$ cat src/rtcac_map.vh
// Address map, field positions and reset values of the dual alarm compare block.
// Assumes byte-wide registers reached through a 5-bit register address.
`ifndef RTCAC_MAP_VH
`define RTCAC_MAP_VH

// Register addresses
`define RTCAC_ADDR_STATUS 5'h07
`define RTCAC_ADDR_A1_FIRST 5'h0c
`define RTCAC_ADDR_A1_LAST 5'h11
`define RTCAC_ADDR_A2_FIRST 5'h12
`define RTCAC_ADDR_A2_LAST 5'h14

// Alarm byte slots, counted from the first alarm-1 byte
`define RTCAC_SLOT_A1_SEC 4'h0
`define RTCAC_SLOT_A1_MIN 4'h1
`define RTCAC_SLOT_A1_HOUR 4'h2
`define RTCAC_SLOT_A1_DATE 4'h3
`define RTCAC_SLOT_A1_MONTH 4'h4
`define RTCAC_SLOT_A1_WDAY 4'h5
`define RTCAC_SLOT_A2_MIN 4'h6
`define RTCAC_SLOT_A2_HOUR 4'h7
`define RTCAC_SLOT_A2_DAY 4'h8
`define RTCAC_SLOT_COUNT 9

// Field positions inside an alarm byte
`define RTCAC_BIT_COMPARE_ON 7
`define RTCAC_BIT_DAY_SELECT 6

// Field positions inside the status byte
`define RTCAC_BIT_FIRST_FLAG 2
`define RTCAC_BIT_SECOND_FLAG 1

// Reset values and constants
`define RTCAC_ALARM_RESET 8'h00
`define RTCAC_BYTE_ZERO 8'h00
`define RTCAC_SECONDS_ZERO 7'h00

`endif

$ cat src/rtcac_field_match.v
// Parallel compare of several alarm fields against clock fields.
// Assumes packed 7-bit values, one slice per field, and one enable per field.
`timescale 1ns/1ps
`default_nettype none

module rtcac_field_match #(
    parameter N = 6
) (
    // Compare enables, one per field
    input wire [N-1:0] i_field_on,
    // Alarm and clock values, 7 bits per field
    input wire [7*N-1:0] i_alarm_val,
    input wire [7*N-1:0] i_clock_val,
    // All enabled fields equal
    output wire o_match
);

    wire [N-1:0] field_ok;

    // A disabled field always passes
    genvar g;
    generate
        for (g = 0; g < N; g = g + 1) begin : g_field
            assign field_ok[g] = ~i_field_on[g] |
                (i_alarm_val[7*g +: 7] == i_clock_val[7*g +: 7]);
        end
    endgenerate

    assign o_match = &field_ok;

endmodule // rtcac_field_match
`default_nettype wire

$ cat src/rtcac_alarm.v
// Dual alarm compare block: alarm bytes, match logic, status flags, interrupt pin.
// Assumes an external serial slave turns bus traffic into byte register strobes,
// and the clock counters supply BCD time bytes plus a one-cycle update tick.
`timescale 1ns/1ps
`default_nettype none
`include "rtcac_map.vh"

// What this block does
// Six first-alarm bytes; bit 7 enables compare, low bits hold BCD value.
// First alarm compares seconds to weekday only, no year byte.
// First alarm on with no field enabled fires every second.
// First alarm fires when all enabled fields equal the clock.
// First-alarm enables map seconds, minutes, hours, date, month, weekday.
// First-alarm match is judged at the clock update reaching target time.
// First alarm sets its flag and, if routed, pulls the pin low.
// Host clears the first flag by writing 0, or uses auto clear.
// Three second-alarm bytes: minutes, hours, shared date/weekday.
// Second alarm with no field enabled fires each minute at second 00.
// Bit 6 of the day byte picks weekday (1) or date (0).
// Second alarm fires when all enabled fields equal the clock.
// Second-alarm match sets the second flag to 1.
// Host clears the second flag by writing 0, or uses auto clear.
// Hour compare fails when 12/24-hour format bits differ.
// Auto clear wipes both flags after a status read ending in STOP.
// Pin pulls low only with route, pin select and alarm function on.
// Second alarm never drives the interrupt pin.
// Flags set once per matching update, not continuously.
module rtcac_alarm (
    // Clock and reset
    input wire I_SYS_CLK,
    input wire I_RESET,
    // Register strobes from the serial slave
    input wire I_REG_WR,
    input wire [4:0] I_REG_ADDR,
    input wire [7:0] I_REG_WDATA,
    input wire I_STATUS_READ_STOP,
    output reg [7:0] O_REG_RDATA,
    // Current time from the clock counters
    input wire I_TIME_TICK,
    input wire [7:0] I_SECONDS,
    input wire [7:0] I_MINUTES,
    input wire [7:0] I_HOURS,
    input wire [7:0] I_DATE,
    input wire [7:0] I_MONTH,
    input wire [7:0] I_WEEKDAY_COUNT,
    // Control bits held elsewhere
    input wire I_FIRST_ALARM_FUNCTION_ON,
    input wire I_SECOND_ALARM_FUNCTION_ON,
    input wire I_FIRST_ALARM_PIN_ROUTE,
    input wire I_OUTPUT_PIN_FUNCTION_SELECT,
    input wire I_ALARM_FLAG_AUTO_CLEAR,
    // Status flags
    output reg O_FIRST_ALARM_FLAG,
    output reg O_SECOND_ALARM_FLAG,
    // Open-drain interrupt pin
    output reg O_IRQ_OUT,
    output reg O_IRQ_OE_N
);

    reg [7:0] alarm_byte [0:`RTCAC_SLOT_COUNT-1];
    wire [3:0] slot;
    wire [4:0] slot_offset;
    wire hit_alarm;
    wire hit_status;
    wire [5:0] a1_on;
    wire [41:0] a1_val;
    wire [41:0] a1_clk;
    wire [2:0] a2_on;
    wire [20:0] a2_val;
    wire [20:0] a2_clk;
    wire [6:0] a2_day_clk;
    wire a1_match;
    wire a2_match;
    wire a1_fire;
    wire a2_fire;
    wire clear_first;
    wire clear_second;
    wire auto_clear;
    reg next_first_flag;
    reg next_second_flag;
    reg [7:0] next_rdata;
    integer k;

    // True when an address falls on one of the alarm bytes
    function in_alarm_range;
        input [4:0] addr;
        begin
            in_alarm_range = (addr >= `RTCAC_ADDR_A1_FIRST) &&
                (addr <= `RTCAC_ADDR_A2_LAST);
        end
    endfunction

    // Compare enable of one alarm byte
    function compare_on;
        input [7:0] abyte;
        begin
            compare_on = abyte[`RTCAC_BIT_COMPARE_ON];
        end
    endfunction

    // Address decode
    assign hit_alarm = in_alarm_range(I_REG_ADDR);
    assign hit_status = (I_REG_ADDR == `RTCAC_ADDR_STATUS);
    assign slot_offset = I_REG_ADDR - `RTCAC_ADDR_A1_FIRST;
    assign slot = hit_alarm ? slot_offset[3:0] : 4'h0; // Nine slots fit in 4 bits

    // alarm byte storage
    always @(posedge I_SYS_CLK) begin
        if (I_RESET) begin
            for (k = 0; k < `RTCAC_SLOT_COUNT; k = k + 1) begin
                alarm_byte[k] <= `RTCAC_ALARM_RESET;
            end
        end else if (I_REG_WR && hit_alarm) begin
            alarm_byte[slot] <= I_REG_WDATA;
        end
    end

    // enables in field order
    assign a1_on = {compare_on(alarm_byte[`RTCAC_SLOT_A1_WDAY]),
                    compare_on(alarm_byte[`RTCAC_SLOT_A1_MONTH]),
                    compare_on(alarm_byte[`RTCAC_SLOT_A1_DATE]),
                    compare_on(alarm_byte[`RTCAC_SLOT_A1_HOUR]),
                    compare_on(alarm_byte[`RTCAC_SLOT_A1_MIN]),
                    compare_on(alarm_byte[`RTCAC_SLOT_A1_SEC])};

    // six fields only, hour keeps its format bit
    assign a1_val = {alarm_byte[`RTCAC_SLOT_A1_WDAY][6:0],
                     alarm_byte[`RTCAC_SLOT_A1_MONTH][6:0],
                     alarm_byte[`RTCAC_SLOT_A1_DATE][6:0],
                     alarm_byte[`RTCAC_SLOT_A1_HOUR][6:0],
                     alarm_byte[`RTCAC_SLOT_A1_MIN][6:0],
                     alarm_byte[`RTCAC_SLOT_A1_SEC][6:0]};
    assign a1_clk = {I_WEEKDAY_COUNT[6:0], I_MONTH[6:0], I_DATE[6:0],
                     I_HOURS[6:0], I_MINUTES[6:0], I_SECONDS[6:0]};

    // first alarm field compare
    rtcac_field_match #(
        .N(6)
    ) u_a1_match (
        .i_field_on(a1_on),
        .i_alarm_val(a1_val),
        .i_clock_val(a1_clk),
        .o_match(a1_match)
    );

    // day byte compares weekday or date
    assign a2_day_clk = alarm_byte[`RTCAC_SLOT_A2_DAY][`RTCAC_BIT_DAY_SELECT] ?
        {4'h0, I_WEEKDAY_COUNT[2:0]} : {1'b0, I_DATE[5:0]};

    // three second-alarm fields
    assign a2_on = {compare_on(alarm_byte[`RTCAC_SLOT_A2_DAY]),
                    compare_on(alarm_byte[`RTCAC_SLOT_A2_HOUR]),
                    compare_on(alarm_byte[`RTCAC_SLOT_A2_MIN])};
    assign a2_val = {1'b0, alarm_byte[`RTCAC_SLOT_A2_DAY][5:0],
                     alarm_byte[`RTCAC_SLOT_A2_HOUR][6:0],
                     alarm_byte[`RTCAC_SLOT_A2_MIN][6:0]};
    // hour slice carries the 24-hour format bit
    assign a2_clk = {a2_day_clk, I_HOURS[6:0], I_MINUTES[6:0]};

    // second alarm field compare
    rtcac_field_match #(
        .N(3)
    ) u_a2_match (
        .i_field_on(a2_on),
        .i_alarm_val(a2_val),
        .i_clock_val(a2_clk),
        .o_match(a2_match)
    );

    // judged once per clock update
    assign a1_fire = I_TIME_TICK && I_FIRST_ALARM_FUNCTION_ON && a1_match;

    // only at second 00
    assign a2_fire = I_TIME_TICK && I_SECOND_ALARM_FUNCTION_ON && a2_match &&
        (I_SECONDS[6:0] == `RTCAC_SECONDS_ZERO);

    // write of 0 clears a flag
    assign clear_first = I_REG_WR && hit_status &&
        !I_REG_WDATA[`RTCAC_BIT_FIRST_FLAG];
    assign clear_second = I_REG_WR && hit_status &&
        !I_REG_WDATA[`RTCAC_BIT_SECOND_FLAG];

    // status read closed by STOP
    assign auto_clear = I_ALARM_FLAG_AUTO_CLEAR && I_STATUS_READ_STOP;

    // Flag next state, set beats clear
    always @* begin
        next_first_flag = O_FIRST_ALARM_FLAG;
        next_second_flag = O_SECOND_ALARM_FLAG;
        if (clear_first || auto_clear) begin
            next_first_flag = 1'b0;
        end
        if (clear_second || auto_clear) begin
            next_second_flag = 1'b0;
        end
        // set only on a matching update
        if (a1_fire) begin
            next_first_flag = 1'b1;
        end
        if (a2_fire) begin
            next_second_flag = 1'b1;
        end
    end

    // flag registers
    always @(posedge I_SYS_CLK) begin
        if (I_RESET) begin
            O_FIRST_ALARM_FLAG <= 1'b0;
            O_SECOND_ALARM_FLAG <= 1'b0;
        end else begin
            O_FIRST_ALARM_FLAG <= next_first_flag;
            O_SECOND_ALARM_FLAG <= next_second_flag;
        end
    end

    // pin follows first flag only
    always @(posedge I_SYS_CLK) begin
        if (I_RESET) begin
            O_IRQ_OUT <= 1'b0;
            O_IRQ_OE_N <= 1'b1;
        end else begin
            O_IRQ_OUT <= 1'b0;
            O_IRQ_OE_N <= ~(next_first_flag && I_FIRST_ALARM_PIN_ROUTE &&
                I_OUTPUT_PIN_FUNCTION_SELECT && I_FIRST_ALARM_FUNCTION_ON);
        end
    end

    // Read data selection
    always @* begin
        next_rdata = `RTCAC_BYTE_ZERO;
        if (hit_alarm) begin
            next_rdata = alarm_byte[slot];
        end else if (hit_status) begin
            next_rdata[`RTCAC_BIT_FIRST_FLAG] = O_FIRST_ALARM_FLAG;
            next_rdata[`RTCAC_BIT_SECOND_FLAG] = O_SECOND_ALARM_FLAG;
        end
    end

    // Registered read data
    always @(posedge I_SYS_CLK) begin
        if (I_RESET) begin
            O_REG_RDATA <= `RTCAC_BYTE_ZERO;
        end else begin
            O_REG_RDATA <= next_rdata;
        end
    end

endmodule // rtcac_alarm
`default_nettype wire

$ cat config.mk
export PLATFORM = sky130hd
export DESIGN_NAME = rtcac_alarm
export DESIGN_NICKNAME = d
export VERILOG_FILES = /design/src/rtcac_field_match.v /design/src/rtcac_alarm.v
export VERILOG_INCLUDE_DIRS = /design/src
export SDC_FILE = /design/constraint.sdc
export NUM_CORES = 1
export LEC_CHECK = 0
export BUFFER_PORTS_ARGS = -buffer_cell sky130_fd_sc_hd__buf_2
export CORE_ASPECT_RATIO = 1.2
export CORE_MARGIN = 2
export CORE_UTILIZATION = 53
export CTS_CLUSTER_SIZE = 28
export DETAILED_ROUTE_END_ITERATION = 16
export PLACE_DENSITY = 0.75
export SYNTH_ARGS = -nofsm -noshare
export SYNTH_HDL_FRONTEND = slang
export SYNTH_HIERARCHICAL = 1
export SYNTH_SLANG_ARGS = --single-unit
$ cat constraint.sdc
create_clock -name I_SYS_CLK -period 2.6 [get_ports I_SYS_CLK]
set_clock_uncertainty 0.15 [all_clocks]
set_input_delay 0.26 -clock I_SYS_CLK [delete_from_list [all_inputs] [get_ports I_SYS_CLK]]
set_output_delay 0.26 -clock I_SYS_CLK [all_outputs]
set_load 0.02 [all_outputs]
Yosys cells after proc, flatten, opt, wreduce, memory -nomap -nowiden
Memory sizes are Yosys's and may differ from the RTL's.
Index checks and enable logic that the tools add are counted.
Cells by class
  add/sub/neg operators: 1
  magnitude comparators: 2
  equal/unequal tests: 10
  muxes and demuxes: 16
  bitwise operators: 20
  reductions and logical operators: 24
Operator list (number)
  7-bit equality test: 8
  1-bit logical AND: 14
  1-bit NOT: 11
  1-bit two-way mux: 10
  1-bit bitwise OR: 9
  4-bit two-way mux: 2
  8-bit two-way mux: 1
  8-bit OR reduction: 1
  7-bit logical NOT: 1
  6-bit equality test: 1
  6-bit two-way mux: 1
  6-bit AND reduction: 1
  5-bit by 3-bit equality test with 1-bit output, second input constant: 1
  5-bit by 4-bit greater-or-equal comparator with 1-bit output, second input constant: 1
  5-bit less-or-equal comparator, second input constant: 1
  2-bit two-way mux: 2
  4-bit subtractor, second input constant: 1
  3-bit AND reduction: 1
  1-bit logical NOT: 2
  1-bit logical OR: 2
  2-bit nonzero test: 1
  2-bit OR reduction: 1
Storage, ports and cells
  register bits: 11
  RAM bits: 72
  output and inout port bits: 12
  memories: 1
Memory list
  alarm_byte: depth 9, bits a word 8, read ports 10, clocked after Yosys merged registers in 0, wr ports 9, line rtcac_alarm.v:60  | reg [7:0] alarm_byte [0:`RTCAC_SLOT_COUNT-1];

Longest topological paths before layout
Gate-level depths: netlist of run 1.
  depth in word-level cells: 10
  depth in mapped cells: 9

By module
Netlist of run 1, hierarchy kept.
Modules (own cells, without submodules)
  rtcac_alarm: instances 1, cells an instance 455, area an instance 6363.6 um2, seq. area each 4063.9 um2
  rtcac_field_match (u_a1_match): instances 1, cells an instance 56, area an instance 480.5 um2, seq. area each 0.0 um2
  rtcac_field_match (u_a2_match): instances 1, cells an instance 28, area an instance 231.5 um2, seq. area each 0.0 um2

Worst setup path before layout of run 1
No wires, ideal clock.
  kind: input -> register
  start point: input port I_REG_ADDR[3]
  end point: memory alarm_byte[0][0], enable pin
  setup time: 0.330 ns
  arrival: 2.007 ns
  required time: 2.120 ns
  setup slack: 0.113 ns
  stages: 8
  cells stage by stage: inv_1 > ha_1 > or3b_1 > buf_4 > a22o_4 > or3_4 > nor2_4 > or2_1
RTL lines
  start: declaration: line rtcac_alarm.v:34  | input wire [4:0] I_REG_ADDR,
  end: declaration: line rtcac_alarm.v:60

==> results.py, run 1 <==
metrics = {
    "timing": {
        "period_needed_ns": 2.76,
        "fin_tns_setup_ns": -0.157,
        "post-route-period-util_pct": 106,
        "setup_ws_ns": -0.157,
        "finalSetupViolations": 1,
        "hold_ws_ns": 0.00894,
        "rsz0062_at_grt": "true",
        "slew_violations": 0,
        "hold_viol_final": 0,
        "achievable-frequency_ghz": 0.363,
        "worst_slew_pin_slew_ns": 0.553,
        "relSlewSlack_pct": 63.1,
    },
    "routing": {
        "antenna_left": 0,
        "dr.pass1.iters": 6,
        "drc_errors": 0,
        "drt-total-wl_microns": 19100,
        "wire_per_inst_microns": 22.7,
        "via_count": 5102,
        "drt-initial-drc-count": 372,
        "viasPerCell": 6.07,
    },
    "power_and_ir_drop": {
        "seqPwrFrac_pct": 44.9,
        "clock_power_share_pct": 44.8,
        "power.switching_w": 0.00136,
        "netSwitchingFraction_pct": 23.6,
        "p_total_w": 0.00576,
        "internal_power_w": 0.00440,
        "power_density_nw_per_um2": 672,
        "ir_drop_v": 0.000440,
        "leakagePower_nw": 3.16,
        "comb_power_share_pct": 10.3,
    },
    "worst_setup_path": {
        "crit_fanout": 3,
        "r2r_cells": 9,
        "rr_startpoint": "alarm_byte[8][6]$_SDFFCE_PN0P_",
        "crit_type": "flip-flop to flip-flop",
        "start_kind": "flip-flop",
        "reg2reg_slack_ns": -0.16,
        "slowest_stage": "or4_1",
        "cp.required_ns": 2.80,
        "crit_arrival_ns": 2.96,
        "path_buf_inv": 1,
        "worstPathCellList": "mux2_2 -> xor2_1 -> nor4_1 -> nand4_1 -> a222oi_1 -> buf_4 -> nand4b_1 -> or4_1 -> a21oi_1",
        "endpoint_kind": "flip-flop",
        "cp_top_family": "simple AND/OR/NAND/NOR gates",
        "cpPeakStageDelay_ns": 0.41,
        "reg2reg_to": "O_SECOND_ALARM_FLAG$_SDFFE_PP0P_",
    },
    "outcome": {
        "violations": "negative setup slack",
        "status": "finished, violations left",
    },
    "synthesis": {
        "syn_area_per_cell_sq_um": 13.1,
        "synth_enable_flop_cells": 128,
        "synth-async-reset-ratio_pct": 0,
        "ys.flop_type": "edfxtp_1",
        "synth_top_cell_by_area": "edfxtp_1",
        "yosys.cell_count.top_type": "edfxtp_1",
        "ys_top_cells_by_area": "edfxtp_1 (54%), and2_1 (6.6%), xor2_1 (4.0%)",
        "syn_area_sq_um": 7080,
        "yosysTopAreaCellShare_pct": 54.3,
        "ys_ff_latch": 139,
        "ys_warn_count": 6,
        "yosys-top-cells-count": "edfxtp_1 (128), and2_1 (75), xor2_1 (32), xnor2_1 (31), nand2_1 (23)",
        "syn_inst": 539,
        "ys_seq_area_share_pct": 57.4,
        "synth_cell_types": 68,
    },
    "clock_network": {
        "clock_latency_ns": 0.42,
        "cts-buffers-inserted": 17,
        "cts_tree": "built",
        "clock_sink_count": 139,
        "h-tree-depth": 4,
        "cts_root_buffer": "clkbuf_16",
        "cts_buffer_depth": 2,
        "clkTransAtPathRegs_ns": 0.06,
        "post_cts_buffers": 0,
    },
    "layout": {
        "drive_gt1_share_pct": 29.2,
        "fill_cells": 1018,
        "multiInputGateArea_sq_um": 2870,
        "regArea_sq_um": 4060,
        "area_growth_pct": 21.0,
        "fin_nets": 732,
        "fin_cells": 840,
        "diodes": 0,
        "final_area_sq_um": 8560,
    },
    "floorplan": {
        "die_w_microns": 109,
        "die_h_microns": 131,
        "dieArea_sq_um": 14300,
        "coreArea_sq_um": 13100,
        "start_util_pct": 53.9,
        "fp-row-count": 46,
        "ioPinCount": 83,
    },
    "global_route": {
        "grt_max_degree": 44,
        "grt_usage_pct": 28.0,
        "grt-ovfl-total": 0,
        "grt_pass1_vias": 5018,
        "antenna_found_initial": 0,
        "grt_first_pass_wirelength_microns": 28600,
    },
    "job": {
        "maxCapViolations": 0,
    },
    "place": {
        "hpwl_microns": 13700,
        "dpl_cell_area_sq_um": 7870,
        "io_buffer_count": 75,
        "place_congestion": 0.982,
        "placed_cells": 803,
    },
    "worst_hold_path": {
        "hold_depth": 3,
        "hold_path.class": "input port to flip-flop",
        "hold-path-endpoint": "O_SECOND_ALARM_FLAG$_SDFFE_PP0P_",
        "hp-start": "I_SECONDS[4]",
    },
}
how the worst max path moves through the flow:
stage,start,endpoint,slack [ns],cells past startpoint
2_1_floorplan,I_REG_ADDR[3],alarm_byte[0][0]$_SDFFCE_PN0P_,0.11,8
3_3_place_gp,alarm_byte[8][6]$_SDFFCE_PN0P_,O_SECOND_ALARM_FLAG$_SDFFE_PP0P_,-0.09,9
3_5_place_dp,alarm_byte[8][6]$_SDFFCE_PN0P_,O_SECOND_ALARM_FLAG$_SDFFE_PP0P_,-0.1,9
4_1_cts,alarm_byte[8][6]$_SDFFCE_PN0P_,O_SECOND_ALARM_FLAG$_SDFFE_PP0P_,-0.12,9
5_1_grt,alarm_byte[8][6]$_SDFFCE_PN0P_,O_SECOND_ALARM_FLAG$_SDFFE_PP0P_,-0.20,9
6_report,alarm_byte[8][6]$_SDFFCE_PN0P_,O_SECOND_ALARM_FLAG$_SDFFE_PP0P_,-0.16,9
registers in the layout, summed over array words and instances, names as in the netlist:
signal               cells
O_SECOND_ALARM_FLAG      1
alarm_byte             128
O_REG_RDATA              8
O_IRQ_OE_N               1
O_FIRST_ALARM_FLAG       1
cell type report:
class | instances | area share (%)
clock inverter | 15 | 2.50
tap | 168 | 2.46
sequential | 139 | 47.5
clock buffer | 17 | 4.97
multi-input combinational | 371 | 33.5
inverter | 8 | 0.351
timing repair buffer | 122 | 8.80
kinds of logic after synthesis:
family	after synthesis	synth area share, %
xor+xnor	63	7.80
simple gates	178	14.9
buf+inv	31	2.28
mux	39	7.92
flops	139	57.4
other cells	1	0.0530
compound gates	86	9.30
fa+ha+maj	2	0.354
cell usage in the layout (no fill, tap or decap), types with 4 or more instances in the layout:
master | synthesis | layout
nand3_1 | 5 | 5
nand2b_1 | 6 | 6
o22ai_1 | 5 | 5
nand4_1 | 11 | 11
and2_1 | 75 | 75
buf_2 | 9 | 75
o211ai_1 | 4 | 4
mux2_2 | 16 | 16
o21ai_0 | 9 | 9
buf_4 | 3 | 41
clkinv_4 | 0 | 6
edfxtp_1 | 128 | 128
a221o_1 | 6 | 6
clkbuf_16 | 0 | 17
xnor2_1 | 31 | 31
a21oi_1 | 18 | 18
xor2_1 | 32 | 32
or2_2 | 7 | 7
mux4_2 | 12 | 12
bufinv_16 | 0 | 4
a211oi_1 | 6 | 6
nand2_1 | 23 | 23
nor2b_1 | 7 | 7
inv_1 | 7 | 7
nor4_1 | 5 | 5
nor2_1 | 19 | 19
dfxtp_1 | 11 | 11
dlygate4sd3_1 | 0 | 5
mux2i_1 | 11 | 11
through the flow:
step | setup slack [ns] | util (%)
after floorplan | 0.113 | -
after detailed placement | -0.0966 | 59.9
after global placement | -0.0859 | 59.9
after global routing | -0.197 | 65.2
after CTS | -0.120 | 65.2
final | -0.157 | 65.2
metal layers:
layer | vias up | track usage [%] | routed length [microns]
li1 | 2263 | - | -
met1 | 2523 | 37.3 | 7620
met2 | 275 | 45.2 | 9110
met3 | 41 | 5.90 | 1670
met4 | 0 | 11.2 | 664
met5 | - | 0 | 0
what timing repair did:
item / 4_1_cts / 5_1_grt
resized for setup: 0 / 1
hold endpoints to repair: 3 / 0
hold buffers: 5 / 0
pin swaps: 0 / 2
endpoints found under the setup margin: 1 / 2
gates cloned: 0 / 0
worst reg2reg max path, stage by stage (launching register included):
cell and delay, ns:
edfxtp_1 0.39, mux2_2 0.36, xor2_1 0.16, nor4_1 0.31
nand4_1 0.21, a222oi_1 0.33, buf_4 0.18, nand4b_1 0.07
or4_1 0.41, a21oi_1 0.13
power groups by stage:
stage                     combinational [W]  sequential (W)  clock (W)
final                              0.000592         0.00258    0.00258
after detailed placement           0.000572         0.00263          0
after CTS                          0.000582         0.00258    0.00260
after global placement             0.000562         0.00262          0
after global routing               0.000630         0.00259    0.00270
after floorplan                    0.000328         0.00261          0
Power figures use the tool's default switching activity.
==> inputs of run 2 (changes only) <==
--- a/config.mk
+++ b/config.mk
@@ -13,6 +13,7 @@
 export CTS_CLUSTER_SIZE = 28
 export DETAILED_ROUTE_END_ITERATION = 16
 export PLACE_DENSITY = 0.75
+export RECOVER_POWER = 25
 export SYNTH_ARGS = -nofsm -noshare
 export SYNTH_HDL_FRONTEND = slang
 export SYNTH_HIERARCHICAL = 1
==> results.py, run 2 (synthesis results as in run 1) <==
metrics = {
    "outcome": {
        "status": "finished, violations left",
        "violations": "negative setup slack",
    },
    "clock_network": {
        "cts-buffers-inserted": 17,
        "cts_tree": "built",
        "cts_root_buffer": "clkbuf_16",
        "clkTransAtPathRegs_ns": 0.06,
        "cts_buffer_depth": 2,
        "h-tree-depth": 4,
        "clock_sink_count": 139,
        "post_cts_buffers": 0,
        "clock_latency_ns": 0.42,
    },
    "layout": {
        "area_growth_pct": 20.6,
        "top_regs": "alarm_byte (128), O_REG_RDATA (8)",
        "drive_gt1_share_pct": 26.3,
        "fill_cells": 1031,
        "largest_register_ffs": 128,
        "fin_util_pct": 65.0,
        "final_cell_mix": "edfxtp_1 (128), and2_1 (75), buf_2 (57)",
        "final_common_cell": "edfxtp_1",
        "fin_cells": 840,
        "diodes": 0,
        "top_register": "alarm_byte",
        "fin_nets": 732,
    },
    "routing": {
        "dr.pass1.iters": 7,
        "wire_per_inst_microns": 22.7,
        "via_count": 5087,
        "drt-total-wl_microns": 19100,
        "antenna_left": 0,
        "drt-initial-drc-count": 404,
        "drc_errors": 0,
        "viasPerCell": 6.06,
    },
    "global_route": {
        "antenna_found_initial": 0,
        "grt_max_degree": 44,
        "grt-ovfl-total": 0,
        "grt_usage_pct": 28.0,
        "grt_first_pass_wirelength_microns": 28600,
        "grt_pass1_vias": 5018,
    },
    "timing": {
        "hold_viol_final": 0,
        "worst_slew_pin_slew_ns": 1.04,
        "post-route-period-util_pct": 107,
        "fin_tns_setup_ns": -0.288,
        "setup_ws_ns": -0.184,
        "achievable-frequency_ghz": 0.359,
        "slew_violations": 0,
        "rsz0062_at_grt": "true",
        "finalSetupViolations": 17,
        "period_needed_ns": 2.78,
        "relSlewSlack_pct": 30.4,
    },
    "floorplan": {
        "ioPinCount": 83,
        "start_util_pct": 53.9,
        "fp-row-count": 46,
        "dieArea_sq_um": 14300,
        "die_w_microns": 109,
        "die_h_microns": 131,
        "coreArea_sq_um": 13100,
    },
    "worst_setup_path": {
        "critPathCapture": "O_SECOND_ALARM_FLAG$_SDFFE_PP0P_",
        "path_buf_inv": 1,
        "cp.required_ns": 2.80,
        "start_kind": "flip-flop",
        "rr_startpoint": "alarm_byte[8][6]$_SDFFCE_PN0P_",
        "reg2reg_slack_ns": -0.18,
        "crit_type": "flip-flop to flip-flop",
        "slowest_stage": "or4_1",
        "r2r_cells": 9,
        "endpoint_kind": "flip-flop",
        "cpPeakStageDelay_ns": 0.41,
        "cp-startpoint": "alarm_byte[8][6]$_SDFFCE_PN0P_",
        "crit_fanout": 3,
        "reg2reg_to": "O_SECOND_ALARM_FLAG$_SDFFE_PP0P_",
        "worstPathCellList": "mux2_2 -> xor2_1 -> nor4_1 -> nand4_1 -> a222oi_1 -> buf_4 -> nand4b_1 -> or4_1 -> a21oi_1",
        "cp.depth": 9,
        "cp_top_family": "simple AND/OR/NAND/NOR gates",
        "crit_arrival_ns": 2.98,
    },
    "power_and_ir_drop": {
        "power_density_nw_per_um2": 674,
        "leakagePower_nw": 3.10,
        "ir_drop_v": 0.000440,
        "p_total_w": 0.00575,
    },
    "place": {
        "hpwl_microns": 13700,
        "placed_cells": 803,
        "io_buffer_count": 75,
        "pre_cts_slack_ns": -0.0966,
        "place_congestion": 0.982,
    },
    "worst_hold_path": {
        "hold_path.class": "input port to flip-flop",
    },
    "job": {
        "maxCapViolations": 0,
    },
}
[run 2: final cells by class]
cell class | count | area [sq um] | area share [%]
Clock inverter | 15 | 214 | 2.51
Tap cell | 168 | 210 | 2.46
Sequential cell | 139 | 4060 | 47.6
Multi-Input combinational cell | 371 | 2870 | 33.6
Timing Repair Buffer | 122 | 727 | 8.52
Inverter | 8 | 30.0 | 0.352
Clock buffer | 17 | 425 | 4.98
[run 2: tightest hold or removal path, delay by kind of cell]
| family | cells | cell delay (ns) |
|---|---|---|
| simple gates | 1 | 0.11 |
| buf+inv | 1 | 0.10 |
| compound gates | 1 | 0.05 |
[run 2: worst min path at each step]
stage / depth (start not counted) / startpoint / endpoint
floorplan: 1 / I_FIRST_ALARM_FUNCTION_ON / O_IRQ_OE_N$_SDFF_PP1_
global placement: 2 / I_FIRST_ALARM_FUNCTION_ON / O_IRQ_OE_N$_SDFF_PP1_
detailed placement: 2 / I_FIRST_ALARM_FUNCTION_ON / O_IRQ_OE_N$_SDFF_PP1_
CTS: 3 / I_SECONDS[4] / O_SECOND_ALARM_FLAG$_SDFFE_PP0P_
global route: 3 / I_SECONDS[4] / O_SECOND_ALARM_FLAG$_SDFFE_PP0P_
finish: 3 / I_SECONDS[4] / O_SECOND_ALARM_FLAG$_SDFFE_PP0P_
[run 2: metal layers]
metal	GRT usage, %	vias up	routed length [microns]	share of wire, %
met2	45.2	271	9160	48
met3	5.90	40	1700	8.9
met1	37.3	2514	7570	40
li1	-	2262	-	-
met5	0	-	0	0
met4	11.2	0	656	3.4
[run 2: report_power, final]
part / total (W) / internal (W) / switching, W
sequential: 0.00258 / 0.00252 / 0.0000636
combinational: 0.000588 / 0.000248 / 0.000340
clock: 0.00258 / 0.00163 / 0.000954
[run 2: timing repair]
item | in CTS | in global routing
gates resized for setup | 0 | 1
hold endpoints to repair | 3 | 0
hold buffers | 5 | 0
endpoints found under the setup margin | 1 | 2
pin swaps | 0 | 2
[run 2: metrics by stage]
step / instance area, sq um / hold slack [ns]
after floorplan: 7080 / 0.184
after global placement: 7870 / 0.305
after detailed placement: 7870 / 0.310
after CTS: 8550 / 0.00730
after global routing: 8540 / 0.0142
final: 8540 / 0.0122
==> inputs of run 3 (changes only) <==
--- a/config.mk
+++ b/config.mk
@@ -9,10 +9,10 @@
 export BUFFER_PORTS_ARGS = -buffer_cell sky130_fd_sc_hd__buf_2
 export CORE_ASPECT_RATIO = 1.2
 export CORE_MARGIN = 2
-export CORE_UTILIZATION = 53
+export CORE_UTILIZATION = 40
 export CTS_CLUSTER_SIZE = 28
 export DETAILED_ROUTE_END_ITERATION = 16
-export PLACE_DENSITY = 0.75
+export PLACE_DENSITY = 0.6
 export RECOVER_POWER = 25
 export SYNTH_ARGS = -nofsm -noshare
 export SYNTH_HDL_FRONTEND = slang
==> results.py, run 3 (synthesis results as in run 1) <==
metrics = {
    "worst_setup_path": {
        "endpoint_kind": "flip-flop",
        "worstPathCellList": "mux2_2 -> xor2_1 -> nor4_1 -> nand4_1 -> a222oi_1 -> buf_4 -> nand4b_1 -> or4_4 -> a21oi_2",
        "cpPeakStageDelay_ns": 0.44,
        "cp_top_family": "simple AND/OR/NAND/NOR gates",
        "slowest_stage": "a222oi_1",
        "crit_arrival_ns": 3.18,
        "crit_fanout": 3,
        "cp.required_ns": 2.82,
        "path_buf_inv": 1,
        "r2r_cells": 9,
        "cp.depth": 9,
        "start_kind": "flip-flop",
        "cp-startpoint": "alarm_byte[8][6]$_SDFFCE_PN0P_",
        "rr_startpoint": "alarm_byte[8][6]$_SDFFCE_PN0P_",
        "crit_type": "flip-flop to flip-flop",
    },
    "power_and_ir_drop": {
        "seqPwrFrac_pct": 44.8,
        "ir_drop_v": 0.000447,
        "comb_power_share_pct": 10.3,
        "leakagePower_nw": 3.09,
        "netSwitchingFraction_pct": 22.9,
        "power_density_nw_per_um2": 671,
        "clock_power_share_pct": 44.9,
        "power.switching_w": 0.00132,
        "internal_power_w": 0.00446,
        "p_total_w": 0.00578,
    },
    "global_route": {
        "grt_usage_pct": 22.2,
        "grt_max_degree": 51,
        "grt-ovfl-total": 0,
        "antenna_found_initial": 0,
        "grt_pass1_vias": 5019,
        "grt_first_pass_wirelength_microns": 30300,
    },
    "clock_network": {
        "clkTransAtPathRegs_ns": 0.06,
        "cts-buffers-inserted": 17,
        "clock_latency_ns": 0.43,
        "h-tree-depth": 4,
        "clock_sink_count": 139,
        "cts_tree": "built",
        "cts_buffer_depth": 2,
        "cts_root_buffer": "clkbuf_16",
    },
    "timing": {
        "relSlewSlack_pct": 24.4,
        "slew_violations": 0,
        "post-route-period-util_pct": 114,
        "rsz0062_at_grt": "true",
        "achievable-frequency_ghz": 0.337,
        "period_needed_ns": 2.96,
        "worst_slew_pin_slew_ns": 1.13,
        "hold_viol_final": 0,
        "setup_ws_ns": -0.364,
        "finalSetupViolations": 1,
    },
    "place": {
        "placed_cells": 856,
        "pre_cts_slack_ns": -0.199,
        "hpwl_microns": 14500,
        "place_congestion": 0.893,
        "dpl_cell_area_sq_um": 7950,
        "io_buffer_count": 75,
    },
    "floorplan": {
        "ioPinCount": 83,
        "die_w_microns": 125,
        "start_util_pct": 40.6,
        "coreArea_sq_um": 17400,
        "die_h_microns": 150,
        "fp-row-count": 53,
        "dieArea_sq_um": 18800,
    },
    "outcome": {
        "violations": "negative setup slack",
        "status": "finished, violations left",
    },
    "layout": {
        "fill_cells": 1549,
        "drive_gt1_share_pct": 26.2,
        "top_register": "alarm_byte",
        "final_common_cell": "edfxtp_1",
        "fin_cells": 893,
        "diodes": 0,
        "area_growth_pct": 21.6,
        "largest_register_ffs": 128,
        "final_area_sq_um": 8610,
        "fin_nets": 734,
        "top_regs": "alarm_byte (128), O_REG_RDATA (8)",
        "fin_util_pct": 49.4,
        "final_cell_mix": "edfxtp_1 (128), and2_1 (75), buf_2 (57)",
    },
    "routing": {
        "antenna_left": 0,
        "drt-initial-drc-count": 447,
        "wire_per_inst_microns": 22.6,
        "via_count": 4932,
        "viasPerCell": 5.52,
        "drt-total-wl_microns": 20200,
        "dr.pass1.iters": 6,
        "drc_errors": 0,
    },
    "worst_hold_path": {
        "hp-start": "I_STATUS_READ_STOP",
        "hold_depth": 4,
        "hold_path.class": "input port to flip-flop",
    },
    "job": {
        "maxCapViolations": 0,
    },
}
==> run 3: worst register-to-register path: stages, from the launching register on <==
cell and delay (ns):
edfxtp_1 0.38, mux2_2 0.36, xor2_1 0.17, nor4_1 0.29, nand4_1 0.28, a222oi_1 0.44
buf_4 0.19, nand4b_1 0.11, or4_4 0.43, a21oi_2 0.12
==> run 3: final timing paths <==
| kind | end | slack, ns |
|---|---|---|
| setup / recovery | O_SECOND_ALARM_FLAG$_SDFFE_PP0P_ | -0.36 |
| hold / removal | O_SECOND_ALARM_FLAG$_SDFFE_PP0P_ | 0.05 |
| setup reg to reg | O_SECOND_ALARM_FLAG$_SDFFE_PP0P_ | -0.36 |
| hold reg to reg | O_FIRST_ALARM_FLAG$_SDFF_PP0_ | 0.40 |
==> run 3: stage by stage <==
stage	hold WS, ns	setup TNS, ns
2_1_floorplan	0.184	0
3_3_place_gp	0.306	-0.142
3_5_place_dp	0.306	-0.811
4_1_cts	0.0234	-0.259
5_1_grt	0.0652	-1.59
6_report	0.0469	-0.364
==> run 3: area by class of cell <==
type | count | area (sq um) | share of cell area, %
flip-flops and latches | 139 | 4060 | 47.2
multi-input cells | 371 | 2870 | 33.3
repair buffers | 124 | 744 | 8.65
clock buffers | 17 | 425 | 4.94
well taps | 220 | 275 | 3.20
clock inverters | 14 | 203 | 2.35
inverters | 8 | 30.0 | 0.349
==> run 3: metal layers <==
metal / vias up / track usage, % / part of all wire, %
li1: 2266 / - / -
met1: 2439 / 28.9 / 42
met2: 186 / 35.9 / 48
met3: 41 / 4.83 / 6.3
met4: 0 / 9.67 / 3.3
met5: - / 0 / 0
==> run 3: repair_timing <==
action                                  CTS  global route
endpoints found under the setup margin    1             1
setup buffers                             0             0
hold buffers                              6             0
endpoints found under the hold margin     3             0
gates resized for setup                   0             2
pin swaps                                 0             3
==> run 3: power by group through the flow <==
stage	clock network [W]	registers [W]	logic (W)
after CTS	0.00262	0.00259	0.000599
final	0.00259	0.00259	0.000597
after global placement	0	0.00263	0.000580
after detailed placement	0	0.00263	0.000589
after floorplan	0	0.00261	0.000328
after global routing	0.00272	0.00259	0.000638
